## config.mk

```make
export PLATFORM = sky130hd
export DESIGN_NAME = slot_power_fault_logic
export DESIGN_NICKNAME = d
export VERILOG_FILES = /design/src/core/slot_power_pkg.sv /design/src/core/pin_sync.sv /design/src/core/slot_fault_latch.sv /design/src/core/slot_power_fault_logic.sv
export VERILOG_INCLUDE_DIRS = /design/src /design/src/core
export SDC_FILE = /design/constraint.sdc
export NUM_CORES = 1
export LEC_CHECK = 0
export ABC_AREA = 1
export ABC_CLOCK_PERIOD_IN_PS = 6200
export BUFFER_PORTS_ARGS = -buffer_cell sky130_fd_sc_hd__clkbuf_2
export CORE_ASPECT_RATIO = 0.7
export CORE_MARGIN = 2
export CORE_UTILIZATION = 40
export DETAILED_ROUTE_END_ITERATION = 8
export GPL_ROUTABILITY_DRIVEN = 0
export GPL_TIMING_DRIVEN = 0
export PLACE_DENSITY = 0.67
export SETUP_SLACK_MARGIN = 0.3
export SYNTH_ARGS = -nofsm -noshare
export SYNTH_HDL_FRONTEND = slang
export SYNTH_SLANG_ARGS = --single-unit
export TNS_END_PERCENT = 20
```

## constraint.sdc

```tcl
create_clock -name clk_sys -period 6.2 [get_ports clk_sys]
set_input_delay 1.24 -clock clk_sys [delete_from_list [all_inputs] [get_ports clk_sys]]
set_output_delay 1.24 -clock clk_sys [all_outputs]
set_load 0.005 [all_outputs]
```

## src/core/slot_power_map.svh

```systemverilog
`ifndef SLOT_POWER_MAP_SVH
`define SLOT_POWER_MAP_SVH
// What this block does
// - Main rails switch on at enable rising edge, off at enable falling edge.
// - Main enable low after a fault clears the slot's main fault latch.
// - Aux output switches on at aux enable rising edge, off at its falling edge.
// - Aux enable low after a fault clears the slot's aux fault latch.
// - Trip alert pin of a slot pulls low whenever its breaker trips.
// - Alert from a main rail fault releases when main enable goes low.
// - Alert from an aux fault releases when aux enable goes low.
// - With main and aux both faulted, alert holds until both enables low.
// - Breaker trips only after current limit lasts the full breaker delay.
// - Both general inputs are reported at common status bits four and five.
// - Bus base address comes from two address-select inputs, open reads high.
// - Interrupt pin pulls low on a power fault unless the mask bit is set.
// - Interrupt releases after software echo-resets the fault bits, or once the common mask bit or the fault mask bits are set.
// - Overtemperature or undervoltage drops the slot gate at once; overcurrent drops it only after the breaker delay.

// ********************************
// Sizes
// ********************************
`define SLOTS 2
`define REG_AW 4
`define REG_DW 8
`define TMR_W 16
`define EV_W 5
`define SYNC_W 19

// ********************************
// Register offsets
// ********************************
`define OFF_STAT_A 4'h0
`define OFF_STAT_B 4'h1
`define OFF_COMMON 4'h2
`define OFF_CTRL 4'h3
`define OFF_MASK_A 4'h4
`define OFF_MASK_B 4'h5
`define OFF_ADDR 4'h6

// ********************************
// Field positions
// ********************************
`define ST_MAIN_FLT 0
`define ST_AUX_FLT 1
`define ST_MAIN_ON 2
`define ST_AUX_ON 3
`define ST_ALERT 4
`define ST_OC 5
`define ST_UV 6
`define ST_OT 7
`define ST_STICKY 8'hE3
`define CS_ADDR_LO 0
`define CS_ADDR_HI 1
`define CS_MASK_BIT 3
`define CS_GENERAL_LO 4
`define CS_IRQ_PIN 6
`define EV_MAIN 0
`define EV_AUX 1
`define EV_OC 2
`define EV_UV 3
`define EV_OT 4

// ********************************
// Reset values and timing
// ********************************
`define RST_STAT 8'h00
`define RST_MASK 8'h00
`define RST_IRQ_MASK 1'b0
`define RST_BASE 7'h00
`define RD_IDLE 8'h00
`define SMB_ADDR_PREFIX 5'h0A
`define CLK_MHZ 25
`define BREAKER_DELAY_US 1000
`define BREAKER_DELAY_CYC (`BREAKER_DELAY_US * `CLK_MHZ)

`endif

```

## src/core/slot_power_pkg.sv

```systemverilog
package slot_power_pkg;
`include "slot_power_map.svh"

    typedef logic [`REG_AW-1:0] reg_addr_t;
    typedef logic [`REG_DW-1:0] reg_data_t;
    typedef logic [`TMR_W-1:0] tmr_t;
    typedef logic [`EV_W-1:0] ev_t;
    typedef logic [`SLOTS-1:0] slot_t;

    // State of one slot's power and fault logic
    typedef struct packed {
        logic main_on;
        logic aux_on;
        logic main_lat;
        logic aux_lat;
        logic main_en_q;
        logic aux_en_q;
        tmr_t main_tmr;
        tmr_t aux_tmr;
        ev_t ev;
    } slot_state_s;

    // State of the register file and interrupt
    typedef struct packed {
        logic [`SLOTS-1:0][`REG_DW-1:0] stat;
        logic [`SLOTS-1:0][`REG_DW-1:0] mask;
        logic irq_mask;
        logic irq;
        reg_data_t rdata;
        logic [6:0] base_addr;
    } top_state_s;

endpackage

```

## src/core/pin_sync.sv

```systemverilog
`timescale 1ns/10ps
`include "slot_power_map.svh"

module pin_sync
#(
    parameter int W = `SYNC_W
)
(
    input logic clk_sys,
    input logic sys_rst,
    input logic clk_en,
    input logic [W-1:0] din,
    output logic [W-1:0] dout
);

    typedef struct packed {
        logic [W-1:0] meta;
        logic [W-1:0] stable;
    } sync_state_s;

    sync_state_s q;
    sync_state_s d;

    // Two stages; only the second stage is read outside
    always_comb
    begin
        d = q;
        if (clk_en)
        begin
            d.meta = din;
            d.stable = q.meta;
        end
    end

    // State register
    always_ff @(posedge clk_sys or posedge sys_rst)
    begin
        if (sys_rst)
            q <= '0;
        else
            q <= d;
    end

    assign dout = q.stable;

endmodule // pin_sync

```

## src/core/slot_fault_latch.sv

```systemverilog
`timescale 1ns/10ps
`include "slot_power_map.svh"

module slot_fault_latch
#(
    parameter int DELAY = `BREAKER_DELAY_CYC
)
(
    input logic clk_sys,
    input logic sys_rst,
    input logic clk_en,
    input logic main_en,
    input logic aux_en,
    input logic sw_main_on,
    input logic sw_main_off,
    input logic sw_aux_on,
    input logic sw_aux_off,
    input logic main_ilim,
    input logic aux_ilim,
    input logic in_uv,
    input logic over_temp,
    output logic main_gate,
    output logic aux_gate,
    output logic alert,
    output slot_power_pkg::ev_t ev
);
    import slot_power_pkg::*;

    localparam tmr_t LIM = tmr_t'(DELAY - 1);

    slot_state_s q;
    slot_state_s d;
    logic main_trip;
    logic aux_trip;
    logic main_flt;
    logic aux_flt;

    // Enable edges, breaker timers and fault latches
    always_comb
    begin
        d = q;
        main_trip = 1'b0;
        aux_trip = 1'b0;
        d.ev = '0;
        if (q.main_on && main_ilim)
        begin
            if (q.main_tmr == LIM)
                main_trip = 1'b1;
            else
                d.main_tmr = q.main_tmr + tmr_t'(1);
        end
        else
            d.main_tmr = '0;
        if (q.aux_on && aux_ilim)
        begin
            if (q.aux_tmr == LIM)
                aux_trip = 1'b1;
            else
                d.aux_tmr = q.aux_tmr + tmr_t'(1);
        end
        else
            d.aux_tmr = '0;
        main_flt = main_trip | (q.main_on & (in_uv | over_temp));
        aux_flt = aux_trip | (q.aux_on & over_temp);
        d.main_en_q = main_en;
        d.aux_en_q = aux_en;
        // main on at rise, off at fall
        if ((~main_en & q.main_en_q) | sw_main_off)
            d.main_on = 1'b0;
        else if (((main_en & ~q.main_en_q) | sw_main_on) & ~q.main_lat)
            d.main_on = 1'b1;
        // aux on at rise, off at fall
        if ((~aux_en & q.aux_en_q) | sw_aux_off)
            d.aux_on = 1'b0;
        else if (((aux_en & ~q.aux_en_q) | sw_aux_on) & ~q.aux_lat)
            d.aux_on = 1'b1;
        if (main_flt)
        begin
            d.main_on = 1'b0;
            d.main_lat = 1'b1;
        end
        else if (~main_en)
            d.main_lat = 1'b0;
        if (aux_flt)
        begin
            d.aux_on = 1'b0;
            d.aux_lat = 1'b1;
        end
        else if (~aux_en)
            d.aux_lat = 1'b0;
        d.ev[`EV_MAIN] = main_flt;
        d.ev[`EV_AUX] = aux_flt;
        d.ev[`EV_OC] = main_trip | aux_trip;
        d.ev[`EV_UV] = q.main_on & in_uv;
        d.ev[`EV_OT] = (q.main_on | q.aux_on) & over_temp;
        if (!clk_en)
            d = q;
    end

    // State register
    always_ff @(posedge clk_sys or posedge sys_rst)
    begin
        if (sys_rst)
            q <= '0;
        else
            q <= d;
    end

    assign main_gate = q.main_on;
    assign aux_gate = q.aux_on;
    assign alert = q.main_lat | q.aux_lat;
    assign ev = q.ev;

endmodule // slot_fault_latch

```

## src/core/slot_power_fault_logic.sv

```systemverilog
// Chosen here: the register addresses and the address-and-strobe port.
`timescale 1ns/10ps
`include "slot_power_map.svh"

module slot_power_fault_logic
#(
    parameter int BREAKER_DELAY_CYC = `BREAKER_DELAY_CYC
)
(
    input logic clk_sys,
    input logic sys_rst,
    input logic clk_en,
    input slot_power_pkg::reg_addr_t reg_addr,
    input slot_power_pkg::reg_data_t reg_wdata,
    input logic reg_wr,
    input logic reg_rd,
    output slot_power_pkg::reg_data_t reg_rdata,
    input slot_power_pkg::slot_t main_rail_enable,
    input slot_power_pkg::slot_t aux_rail_enable,
    input slot_power_pkg::slot_t main_ilim,
    input slot_power_pkg::slot_t aux_ilim,
    input slot_power_pkg::slot_t in_undervolt,
    input slot_power_pkg::slot_t over_temp,
    input slot_power_pkg::slot_t general_input,
    input logic addr_select_hi,
    input logic addr_select_lo,
    output slot_power_pkg::slot_t main_gate,
    output slot_power_pkg::slot_t aux_output,
    input slot_power_pkg::slot_t fault_alert_i,
    output slot_power_pkg::slot_t fault_alert_o,
    output slot_power_pkg::slot_t fault_alert_oe_n,
    input logic irq_i,
    output logic irq_o,
    output logic irq_oe_n,
    output logic [6:0] smb_base_addr
);
    import slot_power_pkg::*;

    // ********************************
    // Helper functions
    // ********************************

    // Address match for one register
    function automatic logic reg_hit(input reg_addr_t a,
                                     input reg_addr_t off);
        reg_hit = (a == off);
    endfunction

    // Slot events placed at their status bit positions
    function automatic reg_data_t ev_bits(input ev_t e);
        reg_data_t v;
        v = '0;
        v[`ST_MAIN_FLT] = e[`EV_MAIN];
        v[`ST_AUX_FLT] = e[`EV_AUX];
        v[`ST_OC] = e[`EV_OC];
        v[`ST_UV] = e[`EV_UV];
        v[`ST_OT] = e[`EV_OT];
        ev_bits = v;
    endfunction

    // ********************************
    // Declarations
    // ********************************
    top_state_s q;
    top_state_s d;
    logic [`SYNC_W-1:0] pin_raw;
    logic [`SYNC_W-1:0] pin_s;
    slot_t main_en_s;
    slot_t aux_en_s;
    slot_t main_ilim_s;
    slot_t aux_ilim_s;
    slot_t uv_s;
    slot_t ot_s;
    slot_t general_s;
    slot_t alert_pin_s;
    logic addr_lo_s;
    logic addr_hi_s;
    logic irq_pin_s;
    logic wr_ctrl;
    slot_t sw_main_on;
    slot_t sw_main_off;
    slot_t sw_aux_on;
    slot_t sw_aux_off;
    slot_t alert;
    ev_t ev [`SLOTS];
    reg_data_t stat_view [`SLOTS];
    reg_data_t common_view;
    reg_data_t ctrl_view;
    reg_data_t rd_val;
    reg_data_t clr;
    logic pend;

    // ********************************
    // Pin synchronisers
    // ********************************

    // Every outside level enters through two flip-flops
    assign pin_raw = {irq_i, fault_alert_i, addr_select_hi, addr_select_lo,
                      general_input, over_temp, in_undervolt, aux_ilim,
                      main_ilim, aux_rail_enable, main_rail_enable};

    pin_sync #(
        .W(`SYNC_W)
    ) u_sync (
        .clk_sys(clk_sys),
        .sys_rst(sys_rst),
        .clk_en(clk_en),
        .din(pin_raw),
        .dout(pin_s)
    );

    // Split the synchronised vector
    assign main_en_s = pin_s[1:0];
    assign aux_en_s = pin_s[3:2];
    assign main_ilim_s = pin_s[5:4];
    assign aux_ilim_s = pin_s[7:6];
    assign uv_s = pin_s[9:8];
    assign ot_s = pin_s[11:10];
    assign general_s = pin_s[13:12];
    assign addr_lo_s = pin_s[14];
    assign addr_hi_s = pin_s[15];
    assign alert_pin_s = pin_s[17:16];
    assign irq_pin_s = pin_s[18];

    // ********************************
    // Software power control
    // ********************************

    // A control write turns each rail on (one) or off (zero)
    assign wr_ctrl = reg_wr & reg_hit(reg_addr, `OFF_CTRL);

    // Per-slot request pulses from the control register
    always_comb
    begin
        for (int i = 0; i < `SLOTS; i++)
        begin
            sw_main_on[i] = wr_ctrl & reg_wdata[2 * i];
            sw_main_off[i] = wr_ctrl & ~reg_wdata[2 * i];
            sw_aux_on[i] = wr_ctrl & reg_wdata[2 * i + 1];
            sw_aux_off[i] = wr_ctrl & ~reg_wdata[2 * i + 1];
        end
    end

    // ********************************
    // Slot power and fault latches
    // ********************************
    genvar gi;
    generate
        for (gi = 0; gi < `SLOTS; gi++)
        begin : g_slot
            slot_fault_latch #(
                .DELAY(BREAKER_DELAY_CYC)
            ) u_slot (
                .clk_sys(clk_sys),
                .sys_rst(sys_rst),
                .clk_en(clk_en),
                .main_en(main_en_s[gi]),
                .aux_en(aux_en_s[gi]),
                .sw_main_on(sw_main_on[gi]),
                .sw_main_off(sw_main_off[gi]),
                .sw_aux_on(sw_aux_on[gi]),
                .sw_aux_off(sw_aux_off[gi]),
                .main_ilim(main_ilim_s[gi]),
                .aux_ilim(aux_ilim_s[gi]),
                .in_uv(uv_s[gi]),
                .over_temp(ot_s[gi]),
                .main_gate(main_gate[gi]),
                .aux_gate(aux_output[gi]),
                .alert(alert[gi]),
                .ev(ev[gi])
            );
        end
    endgenerate

    // ********************************
    // Open-drain outputs
    // ********************************

    assign fault_alert_o = '0;
    assign fault_alert_oe_n = ~alert;

    // Interrupt pin pulls low while the flag is up
    assign irq_o = 1'b0;
    assign irq_oe_n = ~q.irq;

    // ********************************
    // Register read views
    // ********************************

    // Slot status: sticky faults plus live rail and pin state
    always_comb
    begin
        for (int i = 0; i < `SLOTS; i++)
        begin
            stat_view[i] = q.stat[i] & `ST_STICKY;
            stat_view[i][`ST_MAIN_ON] = main_gate[i];
            stat_view[i][`ST_AUX_ON] = aux_output[i];
            stat_view[i][`ST_ALERT] = alert_pin_s[i];
        end
    end

    // Common status and control readback
    always_comb
    begin
        common_view = '0;
        common_view[`CS_ADDR_LO] = addr_lo_s;
        common_view[`CS_ADDR_HI] = addr_hi_s;
        common_view[`CS_MASK_BIT] = q.irq_mask;
        // general inputs at bits four and five
        common_view[`CS_GENERAL_LO +: `SLOTS] = general_s;
        common_view[`CS_IRQ_PIN] = irq_pin_s;
        ctrl_view = '0;
        for (int i = 0; i < `SLOTS; i++)
        begin
            ctrl_view[2 * i] = main_gate[i];
            ctrl_view[2 * i + 1] = aux_output[i];
        end
    end

    // Read multiplexer; unmapped offsets read zero
    always_comb
    begin
        if (reg_hit(reg_addr, `OFF_STAT_A))
            rd_val = stat_view[0];
        else if (reg_hit(reg_addr, `OFF_STAT_B))
            rd_val = stat_view[1];
        else if (reg_hit(reg_addr, `OFF_COMMON))
            rd_val = common_view;
        else if (reg_hit(reg_addr, `OFF_CTRL))
            rd_val = ctrl_view;
        else if (reg_hit(reg_addr, `OFF_MASK_A))
            rd_val = q.mask[0];
        else if (reg_hit(reg_addr, `OFF_MASK_B))
            rd_val = q.mask[1];
        else if (reg_hit(reg_addr, `OFF_ADDR))
            rd_val = {1'b0, q.base_addr};
        else
            rd_val = `RD_IDLE;
    end

    // ********************************
    // Register file and interrupt
    // ********************************
    always_comb
    begin
        d = q;
        clr = '0;
        pend = 1'b0;
        // Read data stand only in the cycle after the strobe
        d.rdata = reg_rd ? rd_val : `RD_IDLE;
        for (int i = 0; i < `SLOTS; i++)
        begin
            if (reg_wr && reg_hit(reg_addr, i == 0 ? `OFF_STAT_A
                                                  : `OFF_STAT_B))
                clr = reg_wdata & `ST_STICKY;
            else
                clr = '0;
            // New events win over a clear in the same cycle
            d.stat[i] = (q.stat[i] & ~clr) | ev_bits(ev[i]);
            if (reg_wr && reg_hit(reg_addr, i == 0 ? `OFF_MASK_A
                                                  : `OFF_MASK_B))
                d.mask[i] = reg_wdata & `ST_STICKY;
            pend = pend | (|(q.stat[i] & ~q.mask[i] & `ST_STICKY));
        end
        if (reg_wr && reg_hit(reg_addr, `OFF_COMMON))
            d.irq_mask = reg_wdata[`CS_MASK_BIT];
        // masked by the common mask bit
        d.irq = pend & ~q.irq_mask;
        d.base_addr = {`SMB_ADDR_PREFIX, addr_hi_s, addr_lo_s};
        if (!clk_en)
            d = q;
    end

    // State register
    always_ff @(posedge clk_sys or posedge sys_rst)
    begin
        if (sys_rst)
        begin
            q.stat <= {`SLOTS{`RST_STAT}};
            q.mask <= {`SLOTS{`RST_MASK}};
            q.irq_mask <= `RST_IRQ_MASK;
            q.irq <= 1'b0;
            q.rdata <= `RD_IDLE;
            q.base_addr <= `RST_BASE;
        end
        else
            q <= d;
    end

    assign reg_rdata = q.rdata;
    assign smb_base_addr = q.base_addr;

endmodule // slot_power_fault_logic

```

==> results of run 1 <==
## synthesized netlist by cell type, drive strengths merged
| cell type | instances |
|---|---|
| nand2 | 411 |
| dfrtp | 157 |
| nor2 | 121 |
| o21ai | 120 |
| inv | 113 |
| nand3 | 79 |
| buf | 36 |
| nand4 | 35 |
| xor2 | 16 |
| clkbuf | 15 |
| nor3 | 15 |
| a21oi | 8 |
| o21bai | 8 |
| o211ai | 6 |
| o22ai | 5 |
| ha | 4 |
| and2 | 3 |
| or2 | 3 |
| a22oi | 2 |
| a31oi | 2 |
| nand3b | 2 |
| o21a | 2 |
| a32oi | 1 |
| clkinv | 1 |
| conb | 1 |
| nor3b | 1 |
| xnor2 | 1 |
## power by group
group	total [mW]	switching (mW)	internal [mW]	leakage [nW]
clock	1.05	0.481	0.567	0.273
combinational	0.324	0.203	0.121	2.33
sequential	1.21	0.0954	1.12	2.04
total	2.59	0.779	1.81	4.64
## per-stage QoR
step | total power [mW] | instance area (sq um)
3_3_place_gp | 1.545 | 9128
5_1_grt | 2.703 | 9743
4_1_cts | 2.607 | 9743
6_report | 2.587 | 9743
3_5_place_dp | 1.554 | 9163
2_1_floorplan | 1.411 | 8522
## worst paths after layout
kind / endpoint / slack (ps) / depth (start not counted)
min in group asynchronous: g_slot[0].u_slot.q[20] / 790 / 2
setup reg to reg: g_slot[1].u_slot.q[26] / 4360 / 8
hold reg to reg: u_sync.dout[18] / 470 / 2
hold / removal: u_sync.dout[18] / 470 / 2
max in group asynchronous: u_sync.q[37] / 4550 / 3
setup / recovery: main_gate[1] / 3620 / 2
## metal layers
layer | wire length (um) | up-vias | share of wire (%)
li1 | - | 3882 | -
met5 | 0 | - | 0
met1 | 11580 | 3602 | 52
met4 | 306 | 0 | 1.4
met2 | 8788 | 276 | 39
met3 | 1665 | 30 | 7.5
## flip-flops by register name (all words and copies together) (netlist names)
name                     count
g_slot.u_slot.q             72
q                           21
u_sync.dout                 19
u_sync.q                    19
g_slot.u_slot.ev            10
reg_rdata                    8
smb_base_addr                3
g_slot.u_slot.aux_gate       2
g_slot.u_slot.main_gate      2
common_view                  1
## area by class of cell
class | count | area share, %
Clock inverter | 15 | 1.592
Clock buffer | 17 | 4.366
Timing Repair Buffer | 53 | 2.954
Multi-Input combinational cell | 851 | 39.45
Sequential cell | 157 | 40.32
Inverter | 114 | 4.469
Buffer | 51 | 3.300
Tap cell | 276 | 3.544
## worst register-to-register path, stage by stage (launching register included)
cell     delay [ps]
dfrtp_1         610
nand2_2         210
nor2_1          150
nand2_1          80
nor2_1          130
nand3_2         120
nand2_4         170
buf_6           170
o21ai_0          90
## cells in the final DEF, fill, tap and decap left out, types with 3 or more instances in the layout
master,instances
clkbuf_16,17
dfrtp_1,157
buf_4,25
nand4_1,35
inv_8,4
xor2_1,16
o21ai_0,117
clkbuf_2,52
inv_6,5
clkbuf_1,15
buf_2,5
buf_6,4
and2_1,3
conb_1,6
inv_1,110
o211ai_1,6
a21oi_1,7
nand2_1,404
or2_2,3
nand3_1,78
ha_1,4
nor3_1,15
o21ai_2,3
clkinvlp_4,4
o21bai_1,8
nand2_2,6
nor2_1,119
o22ai_1,5
## cells by family (layout without fill, tap and decap cells)
family,count (synthesis),count (layout),synth area share [%]
and+or+nand+nor,670,670,32.68
AOI/OAI and AO/OA,154,154,9.917
DFF,157,157,46.20
xor gates and xnor gates,17,17,1.751
adders and majority gates,4,4,0.5886
other,1,6,0.04410
buffers and inverters,165,250,8.814
==> results.md, run 1 <==
- Outcome: finished clean
- Placeable core area: ~21000 sq um
- FF+latch area: just under 4000 sq um
- Area fraction of the dominant cell type after synthesis: a little under half
- Fin crit period: 2581 ps
- Synth Area per Inst: 7.280 sq um
- Vias: 7790
- GRT met3 Usage: slightly below 5%
- CTS max path bufs: 2
- Crit path required time: 4960 ps
- CP Capture Type: primary output
- Worst path bufs/invs: 2
- Setup TNS: 0 ps
- Final hold violation count: 0
- Resize count post-CTS: 0
- Site Rows: between 40 and 50
- RSZ-0062 raised after global routing: no
- Dpl cells: between 1500 and 2000
- Power Dens Cells: ~270 nW/um^2
- Sink Count: between 150 and 200
- Final non-filler cell total: roughly 1500
- M1 GR Usage: between 30% and 40%
- Final setup violation count: 0
- Die Y: 126.0 um
- DRT antenna net count: 0
- Reg clk slew, reported paths: ~70 ps
- DRT Pass-1 Iters: 6
- Detailed Route Iter0 Violations: roughly 760
- Kind of cell adding the most delay to the critical path: flip-flops
- Area Overhead vs Synth: 14.58%
- Global-route wire length before repair: 37.17 mm
- Critical path, cell by cell: buf_4 > clkbuf_2
- Htree depth: 4
- Nets@finish: 1285
- Leak: 4.644 nW
- Pin count of the biggest net entering global routing: 110
- Mapped Area: between 8000 and 9000 sq um
- Critical path type: reg -> out
- Final worst-path cycle share: between 40% and 50%
- MaxCap Viol Count: 0
- Die Width: 178.3 um
- Vias in the first global route: 7193
- CTS tree: yes
- Wirelength per Cell: between 10 and 15 um
- Port bufs: 52
- Critical path launch point type: flip-flop
- Initial antenna violation count: 0
- Remaining DRCs: 0
- CP max stage delay: 610 ps
- Cells after Synth: 1168
- Setup WS post-layout: around 3600 ps
- Vias per cell: between 5 and 6
- Critical Path AT: about 1300 ps
- Fmax: a little under 0.4 GHz
- Clock Latency Late Sink: 450 ps
- I/O pin total: 61
- Cts hold-fix bufs: 0
- Least-Margin Pin Slew: between 500 and 600 ps
- Pre-CTS setup slack: approximately 3400 ps
- Postcts setup bufs: 0
- Worst Hold Class: reg -> reg
- Grt total ovfl: 0
- Unique masters post-synth: 37
- Starting Density: between 40% and 50%
- Post-Route WL: between 20 and 25 mm
- Hold slack: 471.7 ps
- CP max FO: 6
- Slowest-stage cell, CP: dfrtp_1
- Max VDD drop: roughly 0.22 mV
- Ant diodes: 0
- Fin Clk Skew: roughly 8.1 ps
- Worst R2R Start: g_slot[1].u_slot.main_gate
- GRT Total Usage: between 20% and 30%
- Clock buffer count from CTS: 17
- Synth Register Bits: approximately 160
- Crit path from: g_slot[1].u_slot.main_gate
- Layout cell share with drive strength beyond 1: approximately 11%
- Yosys warning total: 0
- Seq/Total Area, Yosys: 46.20%
- Root Driver: clkbuf_16
- Die area: around 22000 sq um
- Filler cells: between 2000 and 2500
- Multi-input combinational cell area: roughly 3800 sq um
- Top Usage Layer GRT: met1
- Grt met2 use: between 20% and 30%
- Final core utilization: between 40% and 50%
- Worst Min Path Start: u_sync.q[37]
- Final Max Tran Viols: 0
- Synth top area cells: dfrtp_1, nand2_1, o21ai_0, nor2_1, inv_1
- Max-slew headroom: 60.02%
- Cell taking the most area after synthesis: dfrtp_1
- Post-DP HPWL: 16.48 mm
Note: power is estimated with default switching activity, not from simulation.
==> run 2: changes to the inputs <==
ABC_AREA = 0   (was 1)
ABC_CLOCK_PERIOD_IN_PS = 2550   (was 6200)
clock period = 2.55 ns   (was 6.2 ns; I/O delays follow)
==> run 2 against run 1 <==
Combinational power grew to 3.4 times the previous value. Synthesized cell count down 35%. Die area down 8.1%.
==> results.md, run 2 <==
- Cells after Synth: 765 (-35%)
- Synth top area cells: dfrtp_1, mux2_2, nand2_1, nor2_1, xnor2_1
- Post-synth top cells: dfrtp_1, mux2_2, nand2_1
- Dpl cells: 1086 (-28%)
- Port bufs: 48 (-7.7%)
- Top flop regs: g_slot.u_slot.q: 72 flops, q: 21 flops
- Yosys warning total: 0 (unchanged)
- Final core utilization: 47.91% (+1.1 points)
- Critical path, cell by cell: clkbuf_2 > inv_1 > clkbuf_1 > clkbuf_1 > nor2_1 > a211oi_1
- Least-Margin Pin Slew: 1118 ps (+520.2 ps)
- Root Driver: clkbuf_16
- DRT antenna net count: 0 (unchanged)
- Htree depth: 4 (unchanged)
- Critical path launch point type: input pin
- Ys async rst share: 100.0% (unchanged)
- Pin count of the biggest net entering global routing: 42 (-62%)
- Fmax: about 0.45 GHz
- Final Max Tran Viols: 0 (unchanged)
- Clock Latency Late Sink: 440 ps (about the same)
- Post-synth EDFFs: 0 (unchanged)
- Number of flip-flops in the largest register: 72 (unchanged)
- MaxCap Viol Count: 0 (unchanged)
- Power Total: 6.930 mW (+170%)
- Placeable core area: 19020 sq um (-8.6%)
- Vias in the first global route: 5896 (-18%)
- CP Capture Type: flip-flop
- Site Rows: 42 (-4.5%)
- Setup TNS: 0 ps (unchanged)
- Vias per cell: 5.640 (+11%)
- Area fraction of the dominant cell type after synthesis: 50.39% (+4.2 points)
- Final hold violation count: 0 (unchanged)
- Detailed Route Iter0 Violations: 611 (-20%)
- Remaining DRCs: 0 (unchanged)
- Slowest-stage cell, CP: clkbuf_1
- Sink Count: 157 (unchanged)
- Clock buffer count from CTS: 17 (unchanged)
- CP dominant cell by count: clkbuf_1
- Nets@finish: 882 (-31%)
- Fin Clk Skew: 12.89 ps (+4.739 ps)
- Starting Density: 40.99% (+0.13 points)
- DRT Pass-1 Iters: 8 (+2)
- Post-Route WL: 19.99 mm (-11%)
- Synth Area per Inst: 10.19 sq um (+40%)
- Outcome: finished clean
- Cell taking the most area after synthesis: dfrtp_1
- Vias: 6311 (-19%)
- Seq/Total Area, Yosys: 50.39% (+4.2 points)
- CTS max path bufs: 2 (unchanged)
- Grt total ovfl: 0 (unchanged)
- Crit path required time: 2880 ps (-2080 ps)
- Most frequent cells in the layout: dfrtp_1, mux2_2, nand2_1
- Layout cell share with drive strength beyond 1: 22.34% (+11 points)
- Biggest register: g_slot.u_slot.q
- Die area: 20640 sq um (-8.1%)
- Critical path type: in -> reg
- CP max FO: 10 (+4)
- Reg clk slew, reported paths: 80 ps (about the same)
- Post-DP HPWL: 14.31 mm (-13%)
- Final non-filler cell total: 1119 (-27%)
- Most frequent cell after synthesis: dfrtp_1
- Area Overhead vs Synth: 16.88%
- Max VDD drop: 0.5580 mV (+160%)
- Power Dens Cells: 760.4 nW/um^2 (+190%)
- RSZ-0062 raised after global routing: yes
- Synth Register Bits: 157 (unchanged)
- Top FF cell, synth: dfrtp_1
- Worst R2R Setup Slack: 330 ps (-4030 ps)
- Filler cells: 1782 (-15%)
- Die Y: 120.8 um (-4.1%)
- Worst Hold Class: in -> reg
- Final worst-path cycle share: 87.16%
- CTS tree: yes
- I/O pin total: 61 (unchanged)
- GRT Total Usage: 20.18% (-0.86 points)
- Fin crit period: approximately 2200 ps
- Mapped Area: 7797 sq um (-8.3%)
- Hold slack: 299.2 ps (-172.5 ps)
- Ant diodes: 0 (unchanged)
- Unique masters post-synth: 63 (+70%)
- Die Width: 170.9 um (-4.1%)
- Max-slew headroom: 24.81% (-35 points)
- Critical Path AT: 2550 ps (+1210 ps)
- Global-route wire length before repair: 32.39 mm (-13%)
- Wirelength per Cell: 17.86 um (+23%)
- Leak: 3.877 nW (-17%)
- Final setup violation count: 0 (unchanged)
- Postcts setup bufs: 0 (unchanged)
- CP max stage delay: 540 ps (-70 ps)
- Commonest non-fill, non-tap cell in the layout: dfrtp_1
- Initial antenna violation count: 0 (unchanged)
==> run 2: cell count changes after synthesis, moves of 45 or more <==
cell	delta
nor2_1	-65
inv_1	-77
nand3_1	-45
mux2_2	+60
o21ai_0	-83
nand2_1	-348
==> run 2: critical path, delay by kind of cell <==
kind	cells	cell delay, ps
simple gates	1	110
compound gates	1	280
buf+inv	4	1630
==> run 2: path summary, 6_finish.rpt <==
kind / from / end / depth (start not counted)
max: clk_en / g_slot[0].u_slot.q[23] / 6
min: main_ilim[1] / u_sync.q[24] / 2
max reg2reg: g_slot[1].u_slot.q[31] / g_slot[1].u_slot.q[22] / 4
min reg2reg: u_sync.q[33] / u_sync.dout[14] / 2
max in group asynchronous: sys_rst / g_slot[1].u_slot.main_gate / 6
min in group asynchronous: sys_rst / u_sync.q[37] / 3
==> run 2: metal layers <==
metal	up-vias	GRT usage (%)	wire (um)
li1	2907	-	-
met3	20	4.681	1607
met1	3134	31.90	9999
met2	250	27.02	8133
met5	-	0	0
met4	0	5.773	245
==> run 2: where the power goes <==
part           leakage (nW)  internal, mW  total (mW)  switching (mW)
Combinational          1.58         0.503        1.10           0.598
Clock                 0.305          1.58        2.73            1.16
Sequential             1.99          2.79        3.09           0.301
Total                  3.88          4.87        6.93            2.06
==> run 2: final cells by class <==
type,instances,area (sq um),share of cell area [%]
timing repair buffer,53,330.3,3.624
inverter,34,131.4,1.442
tap,264,330.3,3.624
sequential,157,3929,43.11
buffer,62,326.6,3.583
clock inverter,15,197.7,2.169
multi-input combinational,517,3443,37.78
clock buffer,17,425.4,4.668
==> run 2: cell families after synthesis <==
kind of cell | after synthesis | share of synthesized area, %
AOI/OAI and AO/OA | 146 | 12.39
xor gates and xnor gates | 26 | 2.920
adders and majority gates | 4 | 0.6419
buffers and inverters | 96 | 5.696
DFF | 157 | 50.39
muxes | 69 | 9.981
other | 1 | 0.04809
and+or+nand+nor | 266 | 17.94
==> run 2: through the flow <==
stage	area (sq um)	setup slack, ps
floorplan	7820	53.12
CTS	9110	311.4
finish	9114	327.5
global placement	8391	-991.9
detailed placement	8471	-450.3
global route	9114	259.2
==> run 2: repair_timing <==
item,4_1_cts,5_1_grt
endpoints found under the hold margin,5,0
pin swaps,0,0
hold buffers,1,0
setup endpoints to repair,50,15
resized for setup,5,6
==> run 3: changes to the inputs <==
ABC_CLOCK_PERIOD_IN_PS = 2800   (was 2550)
clock period = 2.8 ns   (was 2.55 ns; I/O delays follow)
==> run 3 against run 2 <==
Wire length fell by 0.15%. Combinational power fell by 9%. Register-to-register slack improved by 200 ps. Via count rose by 0.14%. Hold slack got worse by 260 ps. Critical endpoint is now u_sync.q[35]. Highest routed layer unchanged.
==> results.md, run 3 (synthesis results as in run 2) <==
- Outcome: finished clean
- Leak: 3.858 nW (-0.49%)
- Fin crit period: between 2000 and 3000 ps
- Pin count of the biggest net entering global routing: 42 (unchanged)
- Pre-CTS setup slack: -250.3 ps (+200.0 ps)
- I/O pin total: 61 (unchanged)
- Fmax: around 0.39 GHz
- Commonest non-fill, non-tap cell in the layout: dfrtp_1
- Cts hold-fix bufs: 0 (-1)
- DRT Pass-1 Iters: 5 (-3)
- Placeable core area: 19020 sq um (unchanged)
- Clock power frac: 39.4% (about the same)
- Initial antenna violation count: 0 (unchanged)
- Critical path launch point type: input pin
- Worst Hold Class: in -> async
- Reg clk slew, reported paths: 70 ps (about the same)
- Layout cell share with drive strength beyond 1: 21.78% (-0.56 points)
- Setup WS post-layout: 237.5 ps (-89.99 ps)
- Final Max Tran Viols: 0 (unchanged)
- Vias in the first global route: 5896 (unchanged)
- Power Dens Cells: 692.9 nW/um^2 (-8.9%)
- Internal power: 4.436 mW (-9.0%)
- Top flop regs: g_slot.u_slot.q: 72 flops, q: 21 flops
- CP Capture Type: flip-flop
- Most frequent cells in the layout: dfrtp_1, mux2_2, nand2_1
- Clock buffer count from CTS: 17 (unchanged)
- Biggest register: g_slot.u_slot.q
- Ant diodes: 0 (unchanged)
- Area Overhead vs Synth: 16.67%
- GRT Total Usage: 20.18% (unchanged)
- CP max FO: 10 (unchanged)
- Comb pwr share: 15.8% (about the same)
- RSZ-0062 raised after global routing: yes
- CTS max path bufs: 2 (unchanged)
- Critical path type: in -> reg
- DRT antenna net count: 0 (unchanged)
- Die Width: 170.9 um (unchanged)
- Flop pwr share: 44.7% (about the same)
- Htree depth: 4 (unchanged)
- Worst R2R Start: g_slot[1].u_slot.aux_gate
- Max VDD drop: 0.5025 mV (-9.9%)
- Remaining DRCs: 0 (unchanged)
- Final core utilization: 47.82% (-0.085 points)
- Placed Area: 8471 sq um (unchanged)
- Grt total ovfl: 0 (unchanged)
- Final hold violation count: 0 (unchanged)
- R2r endpoint: g_slot[1].u_slot.aux_gate
- Detailed Route Iter0 Violations: 696 (+14%)
- Final setup violation count: 0 (unchanged)
- MaxCap Viol Count: 0 (unchanged)
- Starting Density: 40.99% (unchanged)
- CTS tree: yes
- Sink Count: 157 (unchanged)
- Crit path required time: 3120 ps (+240 ps)
- Die Y: 120.8 um (unchanged)
- Number of flip-flops in the largest register: 72 (unchanged)
- Final worst-path cycle share: roughly nine tenths
- Fin Clk Skew: 15.50 ps (+2.613 ps)
- Critical Path AT: 2880 ps (+330 ps)
- Vias: 6320 (+0.14%)
- Max-slew headroom: 22.99% (-1.8 points)
- Die area: 20640 sq um (unchanged)
- Switching portion of total power: 29.63% (-0.044 points)
- Wirelength per Cell: 17.85 um (about the same)
- Vias per cell: 5.653 (+0.23%)
- Root Driver: clkbuf_16
- Reg2reg path depth: 6 (+2)
- Post-Route WL: 19.96 mm (-0.15%)
- Global-route wire length before repair: 32.39 mm (unchanged)
- Nets@finish: 881 (-0.11%)
- Least-Margin Pin Slew: 1145 ps (+26.92 ps)
- Site Rows: 42 (unchanged)
- Post-DP HPWL: 14.31 mm (unchanged)
- Port bufs: 48 (unchanged)
- Worst R2R Setup Slack: 530 ps (+200 ps)
- Clock Latency Late Sink: 430 ps (about the same)
- Final Instance Area: 9097 sq um (-0.18%)
- Switching pwr: 1.868 mW (-9.2%)
-- run 3: changes by cell type in the layout (fill, tap and decap cells not counted) --
cell           previous run  this run
buf_1                     3         4
buf_2                     4         1
clkbuf_1                 28        32
clkbuf_2                 53        51
dlygate4sd3_1             1         0
-- run 3: worst max-delay path, stage by stage --
cell      delay, ps
clkbuf_2        250
clkbuf_1        530
clkbuf_1        520
buf_1           590
mux2_2          410
-- run 3: how the worst max path moves through the flow --
stage	start	endpoint	slack [ps]	depth (start not counted)
after floorplan	sys_rst	common_view[3]	250	1
after global placement	sys_rst	g_slot[1].u_slot.q[31]	-790	2
after detailed placement	clk_en	g_slot[1].u_slot.q[20]	-250	6
after CTS	clk_en	u_sync.dout[3]	220	5
after global routing	clk_en	u_sync.q[35]	130	5
final	clk_en	u_sync.q[35]	240	5
-- run 3: layout make-up --
cell class	count	area, sq um
clock inverters	15	197.7
well taps	264	330.3
flip-flops and latches	157	3929
multi-input cells	517	3443
fillers	1785	9926
plain buffers	62	320.3
repair buffers	52	320.3
inverters	34	131.4
clock buffers	17	425.4
-- run 3: metal layers --
| layer | share of wire [%] | global-route usage (%) | wire length, um | vias to the layer above |
|---|---|---|---|---|
| li1 | - | - | - | 2913 |
| met4 | 1.1 | 5.773 | 210 | 0 |
| met2 | 41 | 27.02 | 8207 | 241 |
| met1 | 50 | 31.90 | 9928 | 3150 |
| met3 | 8.1 | 4.681 | 1610 | 16 |
| met5 | 0 | 0 | 0 | - |
-- run 3: power by group through the flow --
stage	sequential, mW	clock, mW	combinational [mW]
after floorplan	2.74	0	0.695
after global placement	2.84	0	0.949
after detailed placement	2.85	0	0.986
after CTS	2.81	2.51	0.996
after global routing	2.86	2.60	1.11
final	2.82	2.49	0.998
-- run 3: timing repair --
action,4_1_cts,5_1_grt
buffers inserted,0,0
gates resized for setup,1,2
setup endpoints to repair,41,35
endpoints found under the hold margin,0,0
gates cloned,0,0
-- run 3: metrics by stage --
step,total power [mW],hold slack (ps),std cells,TNS [ps]
detailed placement,3.831,470.8,1086,-7331
floorplan,3.431,449.2,770,0
CTS,6.314,36.39,1118,0
finish,6.304,41.59,1118,0
global route,6.567,49.92,1118,0
global placement,3.788,466.8,1082,-128560
